### src/mbt_defs.svh
// timing counts and reset values for the muxed bus turnaround block
`ifndef MBT_DEFS_SVH
`define MBT_DEFS_SVH

// ----------------------------------------------------------------
// timing
// ----------------------------------------------------------------
`define MBT_CLK_PERIOD_NS 100
`define MBT_RD_IDLE_MIN   2
`define MBT_WBUF_DEPTH    4

// ----------------------------------------------------------------
// reset values
// ----------------------------------------------------------------
`define MBT_AD_RESET      32'h0000_0000

`endif

### src/mbt_pkg.sv
// types shared by the muxed bus turnaround block
package mbt_pkg;

  // ----------------------------------------------------------------
  // bus sequencer states, one-hot
  // ----------------------------------------------------------------
  typedef enum logic [4:0] {
    MBT_IDLE    = 5'b00001,
    MBT_ADDR_LO = 5'b00010,
    MBT_ADDR_HI = 5'b00100,
    MBT_RD_DATA = 5'b01000,
    MBT_WR_DATA = 5'b10000
  } mbt_state_t;

  // ----------------------------------------------------------------
  // pad driver source
  // ----------------------------------------------------------------
  typedef enum logic [1:0] {
    MBT_DRV_Z    = 2'b00,
    MBT_DRV_ADDR = 2'b01,
    MBT_DRV_DATA = 2'b10
  } mbt_drv_t;

endpackage

### src/mbt_write_buffer.sv
// posted write queue for the muxed bus turnaround block
`timescale 1ns/1ns
`include "mbt_defs.svh"

module mbt_write_buffer
  import mbt_pkg::*;
#(
  parameter int AW    = 32,
  parameter int DW    = 32,
  parameter int DEPTH = `MBT_WBUF_DEPTH
) (
  // clock and reset
  input  wire logic          clk_sys,
  input  wire logic          rst_b,
  // fill side
  input  wire logic          in_valid,
  output logic               in_ready,
  input  wire logic [AW-1:0] in_addr,
  input  wire logic [DW-1:0] in_data,
  // drain side
  output logic               out_valid,
  input  wire logic          out_ready,
  output logic [AW-1:0]      out_addr,
  output logic [DW-1:0]      out_data
);

  localparam int PW = $clog2(DEPTH);

  if (DEPTH < 2 || (DEPTH & (DEPTH - 1)) != 0) begin : g_bad_depth
    $error("depth must be a power of two, at least 2");
  end

  // ----------------------------------------------------------------
  // storage
  // ----------------------------------------------------------------
  logic [AW-1:0] mem_addr [DEPTH];
  logic [DW-1:0] mem_data [DEPTH];
  logic [PW-1:0] wr_ptr;
  logic [PW-1:0] rd_ptr;
  logic [PW:0]   count;

  wire push = in_valid && in_ready;
  wire pop  = out_valid && out_ready;

  assign in_ready  = (count != (PW+1)'(DEPTH));
  assign out_valid = (count != '0);
  assign out_addr  = mem_addr[rd_ptr];
  assign out_data  = mem_data[rd_ptr];

  always_ff @(posedge clk_sys) begin
    if (push) begin
      mem_addr[wr_ptr] <= in_addr;
      mem_data[wr_ptr] <= in_data;
    end
  end

  always_ff @(posedge clk_sys or negedge rst_b) begin
    if (!rst_b) begin
      wr_ptr <= '0;
      rd_ptr <= '0;
      count  <= '0;
    end else begin
      if (push) wr_ptr <= wr_ptr + 1'b1;
      if (pop)  rd_ptr <= rd_ptr + 1'b1;
      count <= count + (PW+1)'(push) - (PW+1)'(pop);
    end
  end

endmodule // mbt_write_buffer

### src/mbt_bus_turnaround.sv
// processor-side sequencer of a multiplexed address/data bus
`timescale 1ns/1ns
`include "mbt_defs.svh"

module mbt_bus_turnaround
  import mbt_pkg::*;
#(
  parameter int AW         = 32,
  parameter int DW         = 32,
  parameter int WBUF_DEPTH = `MBT_WBUF_DEPTH,
  parameter int RD_IDLE    = `MBT_RD_IDLE_MIN
) (
  // clock and reset
  input  wire logic          clk_sys,
  input  wire logic          rst_b,
  // read request from the core
  input  wire logic          rd_req,
  output logic               rd_ready,
  input  wire logic [AW-1:0] rd_addr,
  output logic               rd_done,
  output logic [DW-1:0]      rd_data,
  // store request from the core
  input  wire logic          st_req,
  output logic               st_ready,
  input  wire logic [AW-1:0] st_addr,
  input  wire logic [DW-1:0] st_data,
  // memory handshake
  input  wire logic          mem_ack,
  // multiplexed bus pins
  input  wire logic [31:0]   ad_in,
  output logic [31:0]        ad_out,
  output logic               ad_oe,
  output logic               addr_latch_enable,
  output logic               rd_strobe_b,
  output logic               wr_strobe_b,
  output logic               data_phase_enable
);

  if (AW != 32 || DW != 32) begin : g_bad_width
    $error("address and data must both be 32 bits on this bus");
  end
  if (RD_IDLE < 2) begin : g_bad_spacing
    $error("read spacing below two idle cycles is not served");
  end

  localparam int IW = $clog2(RD_IDLE + 1);

  // ----------------------------------------------------------------
  // write buffer
  // ----------------------------------------------------------------
  logic          wb_valid;
  logic          wb_ready;
  logic [AW-1:0] wb_addr;
  logic [DW-1:0] wb_data;

  mbt_write_buffer #(
    .AW    (AW),
    .DW    (DW),
    .DEPTH (WBUF_DEPTH)
  ) u_wbuf (
    .clk_sys   (clk_sys),
    .rst_b     (rst_b),
    .in_valid  (st_req),
    .in_ready  (st_ready),
    .in_addr   (st_addr),
    .in_data   (st_data),
    .out_valid (wb_valid),
    .out_ready (wb_ready),
    .out_addr  (wb_addr),
    .out_data  (wb_data)
  );

  // ----------------------------------------------------------------
  // state and holding registers
  // ----------------------------------------------------------------
  mbt_state_t    state;
  mbt_state_t    next_state;
  logic          cyc_is_rd;
  logic [AW-1:0] cyc_addr;
  logic [DW-1:0] cyc_wdata;
  logic [IW-1:0] idle_cnt;
  logic          last_was_rd;
  mbt_drv_t      drv_sel;
  mbt_drv_t      next_drv_sel;

  // reads wait for the spacing; posted stores drain first to keep order
  wire rd_spaced  = !last_was_rd || (idle_cnt >= IW'(RD_IDLE));
  wire start_rd   = (state == MBT_IDLE) && rd_req && rd_spaced && !wb_valid;
  wire start_wr   = (state == MBT_IDLE) && wb_valid;
  wire in_data_ph = (state == MBT_RD_DATA) || (state == MBT_WR_DATA);
  wire cyc_end    = in_data_ph && mem_ack;

  assign wb_ready = start_wr;
  assign rd_ready = start_rd;

  // values the cycle will carry at the next edge
  wire           cyc_is_rd_next = start_rd ? 1'b1 : (start_wr ? 1'b0 : cyc_is_rd);
  wire [AW-1:0]  cyc_addr_next  = start_rd ? rd_addr : (start_wr ? wb_addr : cyc_addr);
  wire [DW-1:0]  cyc_wdata_next = start_wr ? wb_data : cyc_wdata;

  // ----------------------------------------------------------------
  // sequencer
  // ----------------------------------------------------------------
  always_comb begin
    next_state = state;
    unique case (state)
      MBT_IDLE: begin
        if (start_wr || start_rd) next_state = MBT_ADDR_LO;
      end
      MBT_ADDR_LO: begin
        next_state = MBT_ADDR_HI;
      end
      MBT_ADDR_HI: begin
        next_state = cyc_is_rd ? MBT_RD_DATA : MBT_WR_DATA;
      end
      MBT_RD_DATA: begin
        if (mem_ack) next_state = MBT_IDLE;
      end
      MBT_WR_DATA: begin
        if (mem_ack) next_state = MBT_IDLE;
      end
    endcase
  end

  // the driver source is registered so the pads never glitch between sources
  always_comb begin
    unique case (next_state)
      MBT_ADDR_LO: next_drv_sel = MBT_DRV_ADDR;
      MBT_ADDR_HI: next_drv_sel = cyc_is_rd ? MBT_DRV_Z : MBT_DRV_DATA;
      MBT_WR_DATA: next_drv_sel = MBT_DRV_DATA;
      MBT_RD_DATA: next_drv_sel = MBT_DRV_Z;
      default:     next_drv_sel = MBT_DRV_Z;
    endcase
  end

  always_ff @(posedge clk_sys or negedge rst_b) begin
    if (!rst_b) begin
      state   <= MBT_IDLE;
      drv_sel <= MBT_DRV_Z;
    end else begin
      state   <= next_state;
      drv_sel <= next_drv_sel;
    end
  end

  // capture of the cycle being run
  always_ff @(posedge clk_sys or negedge rst_b) begin
    if (!rst_b) begin
      cyc_is_rd <= 1'b0;
      cyc_addr  <= `MBT_AD_RESET;
      cyc_wdata <= `MBT_AD_RESET;
    end else if (start_wr) begin
      cyc_is_rd <= 1'b0;
      cyc_addr  <= wb_addr;
      cyc_wdata <= wb_data;
    end else if (start_rd) begin
      cyc_is_rd <= 1'b1;
      cyc_addr  <= rd_addr;
    end
  end

  // idle cycles since the last bus cycle ended, read or write, and whether it was a read
  always_ff @(posedge clk_sys or negedge rst_b) begin
    if (!rst_b) begin
      last_was_rd <= 1'b0;
      idle_cnt    <= '0;
    end else if (cyc_end) begin
      last_was_rd <= cyc_is_rd;
      idle_cnt    <= '0;
    end else if (state == MBT_IDLE && idle_cnt < IW'(RD_IDLE)) begin
      idle_cnt <= idle_cnt + 1'b1;
    end
  end

  // ----------------------------------------------------------------
  // pins
  // ----------------------------------------------------------------
  // the strobe covers the first address half only; the partner latches on its fall
  always_ff @(posedge clk_sys or negedge rst_b) begin
    if (!rst_b) begin
      addr_latch_enable <= 1'b0;
      rd_strobe_b       <= 1'b1;
      wr_strobe_b       <= 1'b1;
      data_phase_enable <= 1'b0;
      ad_out            <= `MBT_AD_RESET;
    end else begin
      addr_latch_enable <= (next_state == MBT_ADDR_LO);
      rd_strobe_b       <= !(next_state == MBT_RD_DATA || next_state == MBT_ADDR_HI)
                           || !cyc_is_rd_next;
      wr_strobe_b       <= !(next_state == MBT_WR_DATA);
      // enable only in the read data phase: never in address, write or idle
      data_phase_enable <= (next_state == MBT_RD_DATA);
      ad_out            <= (next_drv_sel == MBT_DRV_DATA) ? cyc_wdata_next
                                                          : cyc_addr_next;
    end
  end

  // one output enable for the whole bus, so drivers are one of three states
  assign ad_oe = (drv_sel != MBT_DRV_Z);

  // read data captured at the memory's acknowledge in the data phase
  always_ff @(posedge clk_sys or negedge rst_b) begin
    if (!rst_b) begin
      rd_data <= `MBT_AD_RESET;
      rd_done <= 1'b0;
    end else begin
      rd_done <= (state == MBT_RD_DATA) && mem_ack;
      if ((state == MBT_RD_DATA) && mem_ack) rd_data <= ad_in;
    end
  end

endmodule // mbt_bus_turnaround

### config.mk
export PLATFORM = sky130hd
export DESIGN_NAME = mbt_bus_turnaround
export DESIGN_NICKNAME = d
export VERILOG_FILES = /design/src/mbt_pkg.sv /design/src/mbt_write_buffer.sv /design/src/mbt_bus_turnaround.sv
export VERILOG_INCLUDE_DIRS = /design/src
export SDC_FILE = /design/constraint.sdc
export NUM_CORES = 1
export LEC_CHECK = 0
export BUFFER_PORTS_ARGS = -buffer_cell sky130_fd_sc_hd__buf_2
export CAP_MARGIN = 20
export CORE_MARGIN = 10
export CORE_UTILIZATION = 45
export DETAILED_ROUTE_END_ITERATION = 16
export PLACE_DENSITY = 0.66
export SYNTH_ARGS = -nofsm -noshare
export SYNTH_HDL_FRONTEND = slang
export SYNTH_SLANG_ARGS = --single-unit
### constraint.sdc
create_clock -name clk_sys -period 3.13 [get_ports clk_sys]
set_clock_uncertainty 0.2 [all_clocks]
set_input_delay 0 -clock clk_sys [delete_from_list [all_inputs] [get_ports clk_sys]]
set_output_delay 0 -clock clk_sys [all_outputs]
set_load 0.01 [all_outputs]
# After elaboration in Yosys (flattened, before gate mapping)
# Memories as Yosys holds them, arrays and structs flattened.
# Index checks and enable logic that the tools add are counted.
# op_classes
add_sub_neg	5
order_cmp	2
n_eq_ne	11
n_mux	20
n_reduce_logical	24
# ops
op	count
32-bit 2-to-1 mux	6
5-bit case mux with 4 select lines	1
5-bit 2-to-1 mux	3
5-bit by 2-bit equality test with 1-bit output, second input constant	2
5-bit by 3-bit equality test with 1-bit output, second input constant	2
5-bit by 4-bit equality test with 1-bit output, second input constant	2
5-bit equality test, second input constant	2
1-bit logical AND	9
2-bit by 1-bit adder with 2-bit output, second input constant	3
1-bit 2-to-1 mux	6
2-bit 2-to-1 mux	3
2-bit case mux with 3 select lines	1
2-bit nonzero test	3
5-bit by 1-bit equality test with 1-bit output, second input constant	1
1-bit logical NOT	5
1-bit logical OR	5
3-bit by 1-bit adder with 3-bit output	1
3-bit inequality test, second input constant	1
3-bit nonzero test	1
3-bit by 1-bit subtractor with 3-bit output	1
2-bit equality test, second input constant	1
2-bit greater-or-equal comparator, second input constant	1
2-bit < comparator, second input constant	1
2-bit OR reduction	1
# totals
ff_bits	151
ramBits	256
inputBits	133
output_inout_bits	72
elab_cells	81
mem_count	2
# mem_list
name	words	width	read_ports	rd_ports_with_merged_regs	wr	line_no	text
u_wbuf.mem_addr	4	32	1	0	1	mbt_write_buffer.sv:36	logic [AW-1:0] mem_addr [DEPTH];
u_wbuf.mem_data	4	32	1	0	1	mbt_write_buffer.sv:37	logic [DW-1:0] mem_data [DEPTH];

# Logic depth before layout (Yosys ltp)
# Gate-level depths: netlist of the first run.
# logic_depth
depth_word	11
ltp_mapped	13
ltp_nobuf	11

# Hierarchy
# Synthesis of the first run repeated with hierarchy kept, for this count alone.
# unflattened
cells_unflattened	770
area_unflattened_um2	15685.0
# modules_own_cells
module	instances	cells_per_inst	area_each_um2	seq_area_each_um2
mbt_write_buffer	1	375	9699.3	7862.5
mbt_bus_turnaround	1	395	5985.7	3582.2

# Worst setup path after synthesis of the first run
# No wires, ideal clock.
# synth_path
kind	reg2reg
start	register u_wbuf.count[1]
end	memory u_wbuf.mem_addr[0][0] (enable)
setup_time_ps	429
arrival_ps	2210
required_ps	2501
path_slack_ps	290
stages_incl_launch_ff	4
n_path_buf	0
period_less_slack_ps	2840
path_cell_list	dfrtp_1 nor2_1 nand2_1 and3_1
# synth_between
elab_chain_len	4
# synth_lines
item	line_no	text
start, declared	mbt_write_buffer.sv:40	logic [PW:0] count;
start signal, assigned	mbt_write_buffer.sv:65	count <= count + (PW+1)'(push) - (PW+1)'(pop);
3-bit inequality test	mbt_write_buffer.sv:45	assign in_ready = (count != (PW+1)'(DEPTH));
via st_ready	mbt_bus_turnaround.sv:24	output logic st_ready,
1-bit logical AND	mbt_write_buffer.sv:42	wire push = in_valid && in_ready;
1-bit 2-to-1 mux	mbt_write_buffer.sv:51	if (push) begin
1-bit 2-to-1 mux (not written as such)	mbt_write_buffer.sv:52	mem_addr[wr_ptr] <= in_addr;
end, declared	mbt_write_buffer.sv:36	
# The timed path passes the listed nets, and every way through them passes these cells.

# Final worst setup path of the first run
# layout_path
start	register state[0]
end	output rd_ready
# layout_between
elab_chain_len	4
# layout_lines
item	line_no	text
start, declared	mbt_bus_turnaround.sv:76	mbt_state_t state;
start signal, assigned	mbt_bus_turnaround.sv:141	state <= next_state;
5-bit by 1-bit equality test with 1-bit output	mbt_bus_turnaround.sv:88	wire start_rd = (state == MBT_IDLE) && rd_req && rd_spaced && !wb_valid;
1-bit logical AND (3 in series)	mbt_bus_turnaround.sv:88	
end, declared	mbt_bus_turnaround.sv:18	output logic rd_ready,
# Every way passes these cells.

==> results of run 1 <==
[sequential cells by signal (all words and copies together), names as in the netlist, 2 cells and up]
| register | count |
|---|---|
| rd_data | 32 |
| state | 5 |
| idle_cnt | 2 |
| u_wbuf.rd_ptr | 2 |
| u_wbuf.mem_addr | 128 |
| ad_out | 32 |
| u_wbuf.wr_ptr | 2 |
| cyc_addr | 32 |
| cyc_wdata | 32 |
| u_wbuf.count | 3 |
| u_wbuf.mem_data | 128 |
| drv_sel | 2 |
[worst reg2reg max path, stage by stage (launching register included)]
cell and delay, ns:
dfrtp_1 0.37, or3_2 0.55, nor2_8 0.14, nand2_2 0.08
inv_2 0.06, ha_1 0.22, inv_1 0.06, ha_1 0.13
inv_1 0.05, fa_1 0.40, xnor2_1 0.15, xnor2_1 0.13
[kinds of logic after synthesis]
group / Yosys count
AOI/OAI and AO/OA: 139
xor gates and xnor gates: 7
adders and majority gates: 8
buffers and inverters: 88
DFF: 407
muxes: 99
and+or+nand+nor: 209
[synth_stat cells, drive strengths merged (3+ instances only)]
master / instances
nor3b: 3
and3: 5
o31ai: 32
inv: 14
nand2: 105
nand4: 32
nor2b: 4
mux2: 35
a32oi: 32
buf: 47
xnor2: 6
and4bb: 26
nor3: 9
dfrtp: 148
ha: 7
nor4bb: 6
mux4: 64
a2bb2oi: 32
o21ai: 3
a31oi: 32
nor2: 8
edfxtp: 256
dfstp: 3
clkbuf: 27
[per-layer routing]
metal / global-route usage (%) / up-vias / share of wire (%)
met5: 0 / - / 0
met3: 3.96 / 71 / 6.7
met1: 24.7 / 5184 / 42
met4: 6.62 / 0 / 2.7
met2: 31.3 / 398 / 49
li1: - / 4616 / -
[metrics by stage]
step | setup WS, ns | hold WS (ns) | utilization [%]
after global placement | 0.531 | -0.134 | 50.3
after floorplan | 0.290 | -0.496 | -
after global routing | 0.226 | 0.0260 | 59.5
after CTS | 0.0567 | 0.000124 | 59.5
after detailed placement | 0.484 | -0.123 | 50.3
final | 0.389 | 0.00917 | 59.5
[layout make-up]
cell class | count | area (sq um)
Tap cell | 461 | 577
Fill cell | 2648 | 14400
Clock inverter | 13 | 97.6
Clock buffer | 64 | 1240
Sequential cell | 407 | 11500
Timing Repair Buffer | 435 | 3340
Inverter | 14 | 52.6
Multi-Input combinational cell | 462 | 4420
[worst min path at each step]
stage	startpoint	endpoint	slack (ns)	depth (start not counted)
after floorplan	rst_b	ad_out[0]	-0.50	0
final	st_data[28]	u_wbuf.mem_data[3][28]	0.009	2
after CTS	st_data[25]	u_wbuf.mem_data[1][25]	0.0001	2
after global placement	rst_b	ad_out[9]	-0.13	1
after detailed placement	rst_b	ad_out[9]	-0.12	1
after global routing	st_data[28]	u_wbuf.mem_data[0][28]	0.03	2
[placed cells by master, fill, tap and decap left out, types with 34 or more instances in the layout]
cell type and n:
mux4_2 64, dfrtp_1 146, buf_4 34, mux2_2 35, nand2_1 103, clkbuf_16 43
edfxtp_1 256, dlygate4sd3_1 189, buf_2 203
[timing repair]
item,in CTS,in global routing
endpoints found under the setup margin,0,1
hold buffers,190,0
resized for setup,0,1
endpoints found under the hold margin,568,0
[power by group through the flow]
stage | Sequential (mW) | Combinational (mW) | Clock (mW)
floorplan | 7.23 | 1.15 | 0
global placement | 7.19 | 2.09 | 0
detailed placement | 7.22 | 2.14 | 0
CTS | 7.12 | 2.34 | 4.98
global route | 7.20 | 2.52 | 5.18
finish | 7.11 | 2.31 | 4.85
==> results by group, run 1 <==
Placed design
  • Number of placed instances, taps included: 1589
  • Post-DP Area: 17900 sq um
  • Port buffer count: 204
  • HPWL after detailed placement: 25400 um
  • GP Congestion: 0.768

Run
  • Max Cap Viol: 0

Yosys
  • Synth top area share: 47.2%
  • Cells after Synth: 957
  • FFs w/ async S/R, synth: 37.1%
  • XOR/XNOR Fraction of Synth Area: 0.377%
  • Mux cell area share after synthesis: 11.3%
  • Synthesized area: 16300 sq um
  • Synth Net Count: 1098
  • Synthesized-area fraction occupied by adder cells: 0.661%
  • Yosys reg bits: 407
  • Largest family of logic cells by synthesized area: multiplexers
  • Yosys warnings: 0
  • Area leader, netlist: edfxtp_1
  • Yosys cell types: 51
  • EDFF count, synth: 256
  • Syn avg cell area: 17.0 sq um
  • Synth Area in Simple Gates: 7.67%
  • Primary FF master, synth: edfxtp_1
  • Compound-Gate Fraction of Synth Area: 6.66%
  • Post-synthesis sequential area ratio: 70.5%
  • Synth area leaders: edfxtp_1 (47%), dfrtp_1 (23%), mux4_2 (8.9%), mux2_2 (2.4%), nand2_1 (2.4%)

Setup path
  • Max FO, Critical Path: 34
  • Critical Path AT: 2.54 ns
  • Crit. Startpoint: state[0]
  • Crit path to: rd_ready
  • CP max stage delay: 0.65 ns
  • Crit path required time: 2.93 ns
  • Reg2reg path depth: 11
  • Setup CP Type: reg2out
  • Setup crit end kind: primary output
  • CP cell instances: nor2b_4 > nand2_4 > nor3_1 > buf_2
  • Worst flop-to-flop path startpoint: state[3]
  • Critical path depth: 4
  • Crit Reg-Reg Endpoint: u_wbuf.count[2]
  • CP max stage cell: dfstp_2
  • CP Launch Type: flop
  • Crit path buffers/inverters: 1
  • Worst R2R Setup Slack: 0.48 ns
  • Delay-heaviest family, CP: simple AND/OR/NAND/NOR gates

GRT
  • Vias in the first global route: 11.1k
  • Initial antenna violation count: 0
  • Tot GR Track Use: 19.0%
  • Largest net degree at the start of global routing: 72
  • First-pass GRT wire length: 65400 um
  • Total global routing overflow: 0

Power and ir drop
  • Seq pwr share: 49.8%
  • Switching pwr: 3.69 mW
  • Clock Power Share: 34.0%
  • Cell internal pwr: 10.6 mW
  • Pwr per Cell Area: 673 nW/um^2
  • P_leak: 8.14 nW
  • Combinational power share: 16.2%
  • Sw Ratio: 25.9%
  • Maximum VDD drop: 539 uV
  • Final Power: 14.3 mW

Cells and area
  • Post-route cell area: 21200 sq um
  • Area grow syn2layout: 30.3%
  • Non-Filler Instances: 1856
  • Net count, final: 1503
  • Layout cell share with drive strength beyond 1: 32.8%
  • N_diodes: 0

Floorplan
  • Die Wd: 210 um
  • Starting density of the core: 45.6%
  • Cell Rows: 69
  • Die Y: 210 um
  • Die area: 44200 sq um
  • Core box area: 35700 sq um
  • Ports: 205

Drt
  • 1st-iter DRT viols: 821
  • Remaining DRCs: 0
  • Drt total wl: 41900 um
  • DR vias: 10.3k
  • Wire per inst: 22.6 um
  • Final antenna-violating net count: 0
  • First-pass DRT Iterations: 5
  • Vias/cell: 5.53

Timing
  • Worst slew margin: 27.1%
  • Setup TNS: 0 ns
  • Worst Tran Pin Value: 1.09 ns
  • Final count of hold timing violations: 0
  • Period Utilization, post-route: 87.6%
  • RSZ-0062 raised after global routing: no
  • Min Tclk post-route: 2.74 ns
  • Max-slew violations: 0
  • Final setup viols: 0
  • Max Fclk: 365 MHz

CTS
  • Worst-case clock buffer depth: 3
  • Clock tree from TritonCTS: done
  • Clock latency on the worst-skew pair: 0.56 ns
  • CTS Sinks: 407
  • Root buf cell: clkbuf_16
  • CTS Buf Count: 42
  • H-tree levels: 2
  • Clock-pin transition on the worst setup and hold timing paths: 0.06 ns
  • Setup repair bufs after CTS: 0

Hold path
  • Hold Path Class: in2reg

Status
  • Status: completed
Note: power is estimated with default switching activity, not from simulation.
==> run 2: changes to the inputs <==
==> constraint.sdc (replaced) <==
create_clock -name clk_sys -period 3.4 [get_ports clk_sys]
set_clock_uncertainty 0.2 [all_clocks]
set_input_delay 0 -clock clk_sys [delete_from_list [all_inputs] [get_ports clk_sys]]
set_output_delay 0 -clock clk_sys [all_outputs]
set_load 0.01 [all_outputs]
==> results by group, run 2 (synthesis results as in run 1) <==
Status
  • Status: completed

Floorplan
  • Die Y: 210 um
  • Die Wd: 210 um
  • Core box area: 35700 sq um
  • Cell Rows: 69
  • Die area: 44200 sq um
  • Ports: 205
  • Starting density of the core: 45.6%

CTS
  • Clock tree from TritonCTS: done
  • Post-CTS Resized: 0
  • Clock-pin transition on the worst setup and hold timing paths: 0.06 ns
  • Clock latency on the worst-skew pair: 0.54 ns
  • CTS Hold Bufs: 139
  • Worst-case clock buffer depth: 3
  • Setup repair bufs after CTS: 0
  • CTS Sinks: 407
  • Root buf cell: clkbuf_16
  • H-tree levels: 2
  • CTS Buf Count: 43

GRT
  • Tot GR Track Use: 18.3%
  • Initial antenna violation count: 2
  • First-pass GRT wire length: 63700 um
  • Total global routing overflow: 0
  • Largest net degree at the start of global routing: 73
  • Vias in the first global route: 10.8k

Timing
  • Worst slew margin: 32.4%
  • Final count of hold timing violations: 0
  • Min Tclk post-route: 2.77 ns
  • Worst Tran Pin Value: 1.01 ns
  • Max Fclk: 361 MHz
  • Final setup viols: 0
  • Setup TNS: 0 ns
  • Period Utilization, post-route: 81.4%
  • RSZ-0062 raised after global routing: no
  • Max-slew violations: 0

Power and ir drop
  • P_leak: 7.91 nW
  • Pwr per Cell Area: 636 nW/um^2
  • Switching pwr: 3.33 mW
  • Sw Ratio: 25.4%
  • Seq pwr share: 49.9%
  • Cell internal pwr: 9.81 mW
  • Maximum VDD drop: 443 uV
  • Final Power: 13.1 mW
  • Clock Power Share: 34.7%
  • Combinational power share: 15.5%

Setup path
  • Crit Reg-Reg Endpoint: u_wbuf.count[2]
  • Worst R2R Setup Slack: 0.63 ns
  • Crit. Startpoint: state[4]
  • Setup CP Type: reg2reg
  • Crit path required time: 3.64 ns
  • Worst flop-to-flop path startpoint: state[4]
  • Critical Path AT: 3.01 ns
  • Max FO, Critical Path: 11
  • Reg2reg path depth: 12
  • CP Launch Type: flop
  • Setup crit end kind: flop

Drt
  • 1st-iter DRT viols: 727
  • Drt total wl: 40500 um
  • Remaining DRCs: 0
  • Final antenna-violating net count: 0
  • First-pass DRT Iterations: 5
  • DR vias: 10.1k
  • Wire per inst: 22.5 um
  • Vias/cell: 5.61

Hold path
  • Hold Path Stages: 2
  • Hold_sp: st_data[6]
  • Hold Path Class: in2reg
  • Worst hold endpoint: u_wbuf.mem_data[2][6]

Cells and area
  • Area grow syn2layout: 27.1%
  • Area of the multi-input gates: 4410 sq um
  • Net count, final: 1450
  • Register Area: 11500 sq um
  • Layout cell share with drive strength beyond 1: 33.6%
  • Fillers: 2784
  • Most frequent cells in the layout: edfxtp_1 (256), buf_2 (203), dfrtp_1 (146)
  • Commonest non-fill, non-tap cell in the layout: edfxtp_1
  • Largest regs: u_wbuf.mem_addr: 128 flops, u_wbuf.mem_data: 128 flops
  • Final core utilization: 58.0%

Run
  • Max Cap Viol: 0

Placed design
  • GP Congestion: 0.778
  • Port buffer count: 204
  • HPWL after detailed placement: 25300 um
-- run 2: cell types whose count changed in the layout (fill, tap and decap cells not counted), moves of 2 or more --
| cell | change |
|---|---|
| dlygate4sd3_1 | -51 |
| clkinvlp_4 | -2 |
| clkbuf_1 | +4 |
| bufinv_16 | +3 |
| buf_4 | -2 |
| clkbuf_8 | -7 |
-- run 2: critical path, stage by stage (launching register included) --
cell and delay, ns:
dfrtp_1 0.36, buf_4 0.18, or3_2 0.49, nor2_8 0.13, nand2_2 0.07, inv_2 0.06
ha_1 0.22, inv_1 0.06, ha_1 0.12, inv_1 0.05, fa_1 0.41, xnor2_1 0.19
xnor2_1 0.14
-- run 2: worst max path at each step --
stage	to	slack, ns	cells after the start
2_1_floorplan	u_wbuf.mem_addr[0][0]	0.56	3
3_3_place_gp	u_wbuf.count[2]	0.68	12
3_5_place_dp	u_wbuf.count[2]	0.63	12
4_1_cts	u_wbuf.count[2]	0.62	12
5_1_grt	u_wbuf.count[2]	0.45	12
6_report	u_wbuf.count[2]	0.63	12
-- run 2: power groups by stage --
stage | sequential [mW] | combinational (mW) | clock (mW)
after global placement | 6.62 | 1.90 | 0
after floorplan | 6.65 | 1.05 | 0
after global routing | 6.63 | 2.24 | 4.87
after CTS | 6.56 | 2.07 | 4.66
after detailed placement | 6.65 | 1.93 | 0
final | 6.56 | 2.04 | 4.56
-- run 2: cell type report --
cell class              count  area share (%)
diodes                      1          0.0121
clock buffers              62            5.75
clock inverters            15           0.871
inverters                  14           0.254
multi-input cells         462            21.3
flip-flops and latches    407            55.5
well taps                 461            2.79
repair buffers            381            13.5
-- run 2: per-layer routing --
| metal | up-vias | GRT usage [%] | share of wire, % | routed length [um] |
|---|---|---|---|---|
| met1 | 5155 | 24.0 | 42 | 17100 |
| li1 | 4519 | - | - | - |
| met2 | 372 | 30.2 | 48 | 19700 |
| met4 | 2 | 4.87 | 2.1 | 835 |
| met5 | - | 0 | 0.030 | 12 |
| met3 | 63 | 4.24 | 7.2 | 2900 |
-- run 2: per-stage QoR --
step,instance area (sq um),setup WS (ns),cells,hold slack [ns]
6_report,20700,0.631,1803,0.0165
5_1_grt,20700,0.449,1802,0.0104
4_1_cts,20700,0.620,1802,0.00377
3_5_place_dp,17900,0.633,1586,-0.0471
3_3_place_gp,17900,0.676,1586,-0.0514
2_1_floorplan,16300,0.560,957,-0.496
==> run 3: changes to the inputs <==
--- a/config.mk
+++ b/config.mk
@@ -6,12 +6,13 @@
 export SDC_FILE = /design/constraint.sdc
 export NUM_CORES = 1
 export LEC_CHECK = 0
+export ABC_AREA = 1
 export BUFFER_PORTS_ARGS = -buffer_cell sky130_fd_sc_hd__buf_2
 export CAP_MARGIN = 20
 export CORE_MARGIN = 10
 export CORE_UTILIZATION = 45
 export DETAILED_ROUTE_END_ITERATION = 16
-export PLACE_DENSITY = 0.66
+export PLACE_DENSITY = 0.68
 export SYNTH_ARGS = -nofsm -noshare
 export SYNTH_HDL_FRONTEND = slang
 export SYNTH_SLANG_ARGS = --single-unit
==> constraint.sdc (replaced) <==
create_clock -name clk_sys -period 2.35 [get_ports clk_sys]
set_clock_uncertainty 0.2 [all_clocks]
set_input_delay 0 -clock clk_sys [delete_from_list [all_inputs] [get_ports clk_sys]]
set_output_delay 0 -clock clk_sys [all_outputs]
set_load 0.01 [all_outputs]
==> results by group, run 3 <==
Status
  • Status: completed

Yosys
  • Area leader, netlist: edfxtp_1
  • Primary FF master, synth: edfxtp_1
  • FFs w/ async S/R, synth: 37.1%
  • Most common library cells after synthesis: nand2_1 (566), edfxtp_1 (256), inv_1 (189)
  • Top-count cell post-synth: nand2_1
  • Synth Net Count: 1726
  • Post-synthesis sequential area ratio: 69.0%
  • Yosys reg bits: 407
  • Cells after Synth: 1585
  • Synthesized area: 16600 sq um
  • Syn avg cell area: 10.5 sq um
  • Yosys warnings: 0
  • Synth top area share: 46.3%
  • EDFF count, synth: 256
  • Yosys cell types: 29
  • Synth area leaders: edfxtp_1 (46%), dfrtp_1 (22%), nand2_1 (13%), inv_1 (4.3%), nand3_1 (3.3%)

Cells and area
  • Largest regs: u_wbuf.mem_addr: 128 flops, u_wbuf.mem_data: 128 flops
  • Commonest non-fill, non-tap cell in the layout: nand2_1
  • Most frequent cells in the layout: nand2_1 (564), edfxtp_1 (256), buf_2 (203)
  • Layout cell share with drive strength beyond 1: 17.8%
  • Net count, final: 2096
  • Area grow syn2layout: 28.5%

Setup path
  • Setup crit end kind: flop
  • Crit Reg-Reg Endpoint: u_wbuf.count[1]
  • CP Launch Type: flop
  • Crit path required time: 2.59 ns
  • CP cell instances: inv_2 > nor2_2 > nand3_2 > nor2_4 > ha_4 > inv_2 > ha_4 > inv_2 > fa_2 > inv_1
  • Critical Path AT: 2.51 ns
  • Worst R2R Setup Slack: 0.08 ns
  • Setup CP Type: reg2reg
  • Reg2reg path depth: 10
  • Most frequent CP cell: inv_2
  • CP max stage delay: 0.55 ns
  • Worst flop-to-flop path startpoint: state[0]
  • Delay-heaviest family, CP: adder cells
  • Max FO, Critical Path: 3
  • Crit path buffers/inverters: 4
  • CP max stage cell: dfstp_2

Drt
  • Highest metal used: met4
  • Remaining DRCs: 0
  • 1st-iter DRT viols: 1212
  • Met2 routed wirelength: 21900 um
  • Vias/cell: 5.02
  • WL met3: 3940 um
  • Wire per inst: 18.5 um
  • Final antenna-violating net count: 0
  • Drt total wl: 45400 um
  • WL met1: 18400 um
  • First-pass DRT Iterations: 6
  • DR vias: 12.3k

CTS
  • Clock tree from TritonCTS: done
  • Clock-pin transition on the worst setup and hold timing paths: 0.06 ns
  • CTS Buf Count: 42
  • Worst-case clock buffer depth: 3
  • CTS Sinks: 407
  • Root buf cell: clkbuf_16
  • Clock latency on the worst-skew pair: 0.54 ns
  • H-tree levels: 2

Floorplan
  • Die Y: 212 um
  • Die Wd: 212 um
  • Die area: 45000 sq um
  • Starting density of the core: 45.5%
  • Ports: 205
  • Core box area: 36500 sq um
  • Cell Rows: 70

Timing
  • Max Fclk: 440 MHz
  • Final count of hold timing violations: 0
  • Final hold slack: 0.0153 ns
  • Final setup viols: 0
  • Period Utilization, post-route: 96.8%
  • Min Tclk post-route: 2.27 ns
  • Max-slew violations: 0
  • RSZ-0062 raised after global routing: no
  • Worst slew margin: 53.8%
  • Setup TNS: 0 ns
  • Worst Tran Pin Value: 0.693 ns

Power and ir drop
  • Pwr per Cell Area: 682 nW/um^2
  • P_leak: 9.77 nW
  • Maximum VDD drop: 538 uV

Run
  • Max Cap Viol: 0

GRT
  • Tot GR Track Use: 20.0%
  • Largest net degree at the start of global routing: 87
  • Initial antenna violation count: 2
  • First-pass GRT wire length: 69800 um
  • Vias in the first global route: 12.4k
  • Total global routing overflow: 0

Placed design
  • Port buffer count: 204
  • HPWL after detailed placement: 27500 um
  • GP Congestion: 0.852

Hold path
  • Worst hold endpoint: u_wbuf.mem_addr[2][17]
  • Hold_sp: st_addr[17]
  • Hold Path Stages: 2
  • Hold Path Class: in2reg
[run 3: cell count changes after synthesis, moves of 30 or more]
cell,before,now
nor2_1,7,80
o21ai_0,3,72
o31ai_1,32,0
a2bb2oi_1,32,0
nand3_1,0,111
inv_1,13,189
o22ai_1,0,32
mux2_2,35,0
a32oi_1,32,0
nand2_1,104,566
nand4_1,32,2
mux4_2,64,0
a31oi_1,32,1
[run 3: final cells by class]
| cell class | instances | area (sq um) |
|---|---|---|
| Inverter | 194 | 734 |
| Tap cell | 468 | 586 |
| Fill cell | 2903 | 15200 |
| Sequential cell | 407 | 11500 |
| Antenna cell | 2 | 5.00 |
| Clock inverter | 17 | 140 |
| Multi-Input combinational cell | 908 | 4090 |
| Timing Repair Buffer | 402 | 3120 |
| Clock buffer | 60 | 1210 |
[run 3: what timing repair did]
| action | 4_1_cts | 5_1_grt |
|---|---|---|
| gates cloned | 0 | 1 |
| hold buffers | 171 | 0 |
| hold endpoints to repair | 666 | 0 |
| setup buffers | 0 | 1 |
| pin swaps | 0 | 2 |
| setup endpoints to repair | 1 | 43 |
| gates resized for setup | 1 | 7 |
[run 3: worst max-delay path by stage]
stage | from | end | slack [ns] | cells after the start
floorplan | state[0] | u_wbuf.count[1] | -0.07 | 12
CTS | state[0] | u_wbuf.rd_ptr[1] | 0.02 | 9
detailed placement | state[0] | ad_out[9] | 0.02 | 11
finish | state[0] | u_wbuf.count[1] | 0.08 | 10
global route | state[0] | u_wbuf.count[1] | 0.01 | 10
global placement | state[0] | ad_out[10] | 0.07 | 11
[run 3: kinds of logic (layout without fill, tap and decap cells)]
group	Yosys count	count (layout)	synth area share (%)
simple gates	789	789	19.8
buf+inv	270	673	6.87
compound gates	107	107	3.49
xor+xnor	4	4	0.211
flops	407	407	69.0
fa+ha+maj	8	8	0.647
other cells	0	2	0
[run 3: where the power goes]
group          switching, mW  total [mW]  internal (mW)
combinational          0.193       0.458          0.266
clock                   2.66        6.48           3.82
sequential           0.00131        7.62           7.62
total                   2.86        14.6           11.7
[run 3: metrics by stage]
stage / total power [mW] / worst slack (ns) / util [%] / area [sq um] / cells
6_report: 14.6 / 0.0753 / 58.5 / 21400 / 2458
2_1_floorplan: 7.78 / -0.0706 / - / 16700 / 1585
5_1_grt: 15.0 / 0.0115 / 58.5 / 21400 / 2458
3_5_place_dp: 7.99 / 0.0199 / 49.9 / 18200 / 2206
3_3_place_gp: 7.99 / 0.0738 / 49.9 / 18200 / 2206
4_1_cts: 14.7 / 0.0170 / 58.3 / 21300 / 2454
[run 3: per-layer routing]
| layer | track usage, % | up-vias |
|---|---|---|
| met5 | 0 | - |
| met4 | 6.50 | 0 |
| met3 | 5.35 | 81 |
| met2 | 33.5 | 497 |
| met1 | 24.6 | 5912 |
| li1 | - | 5840 |
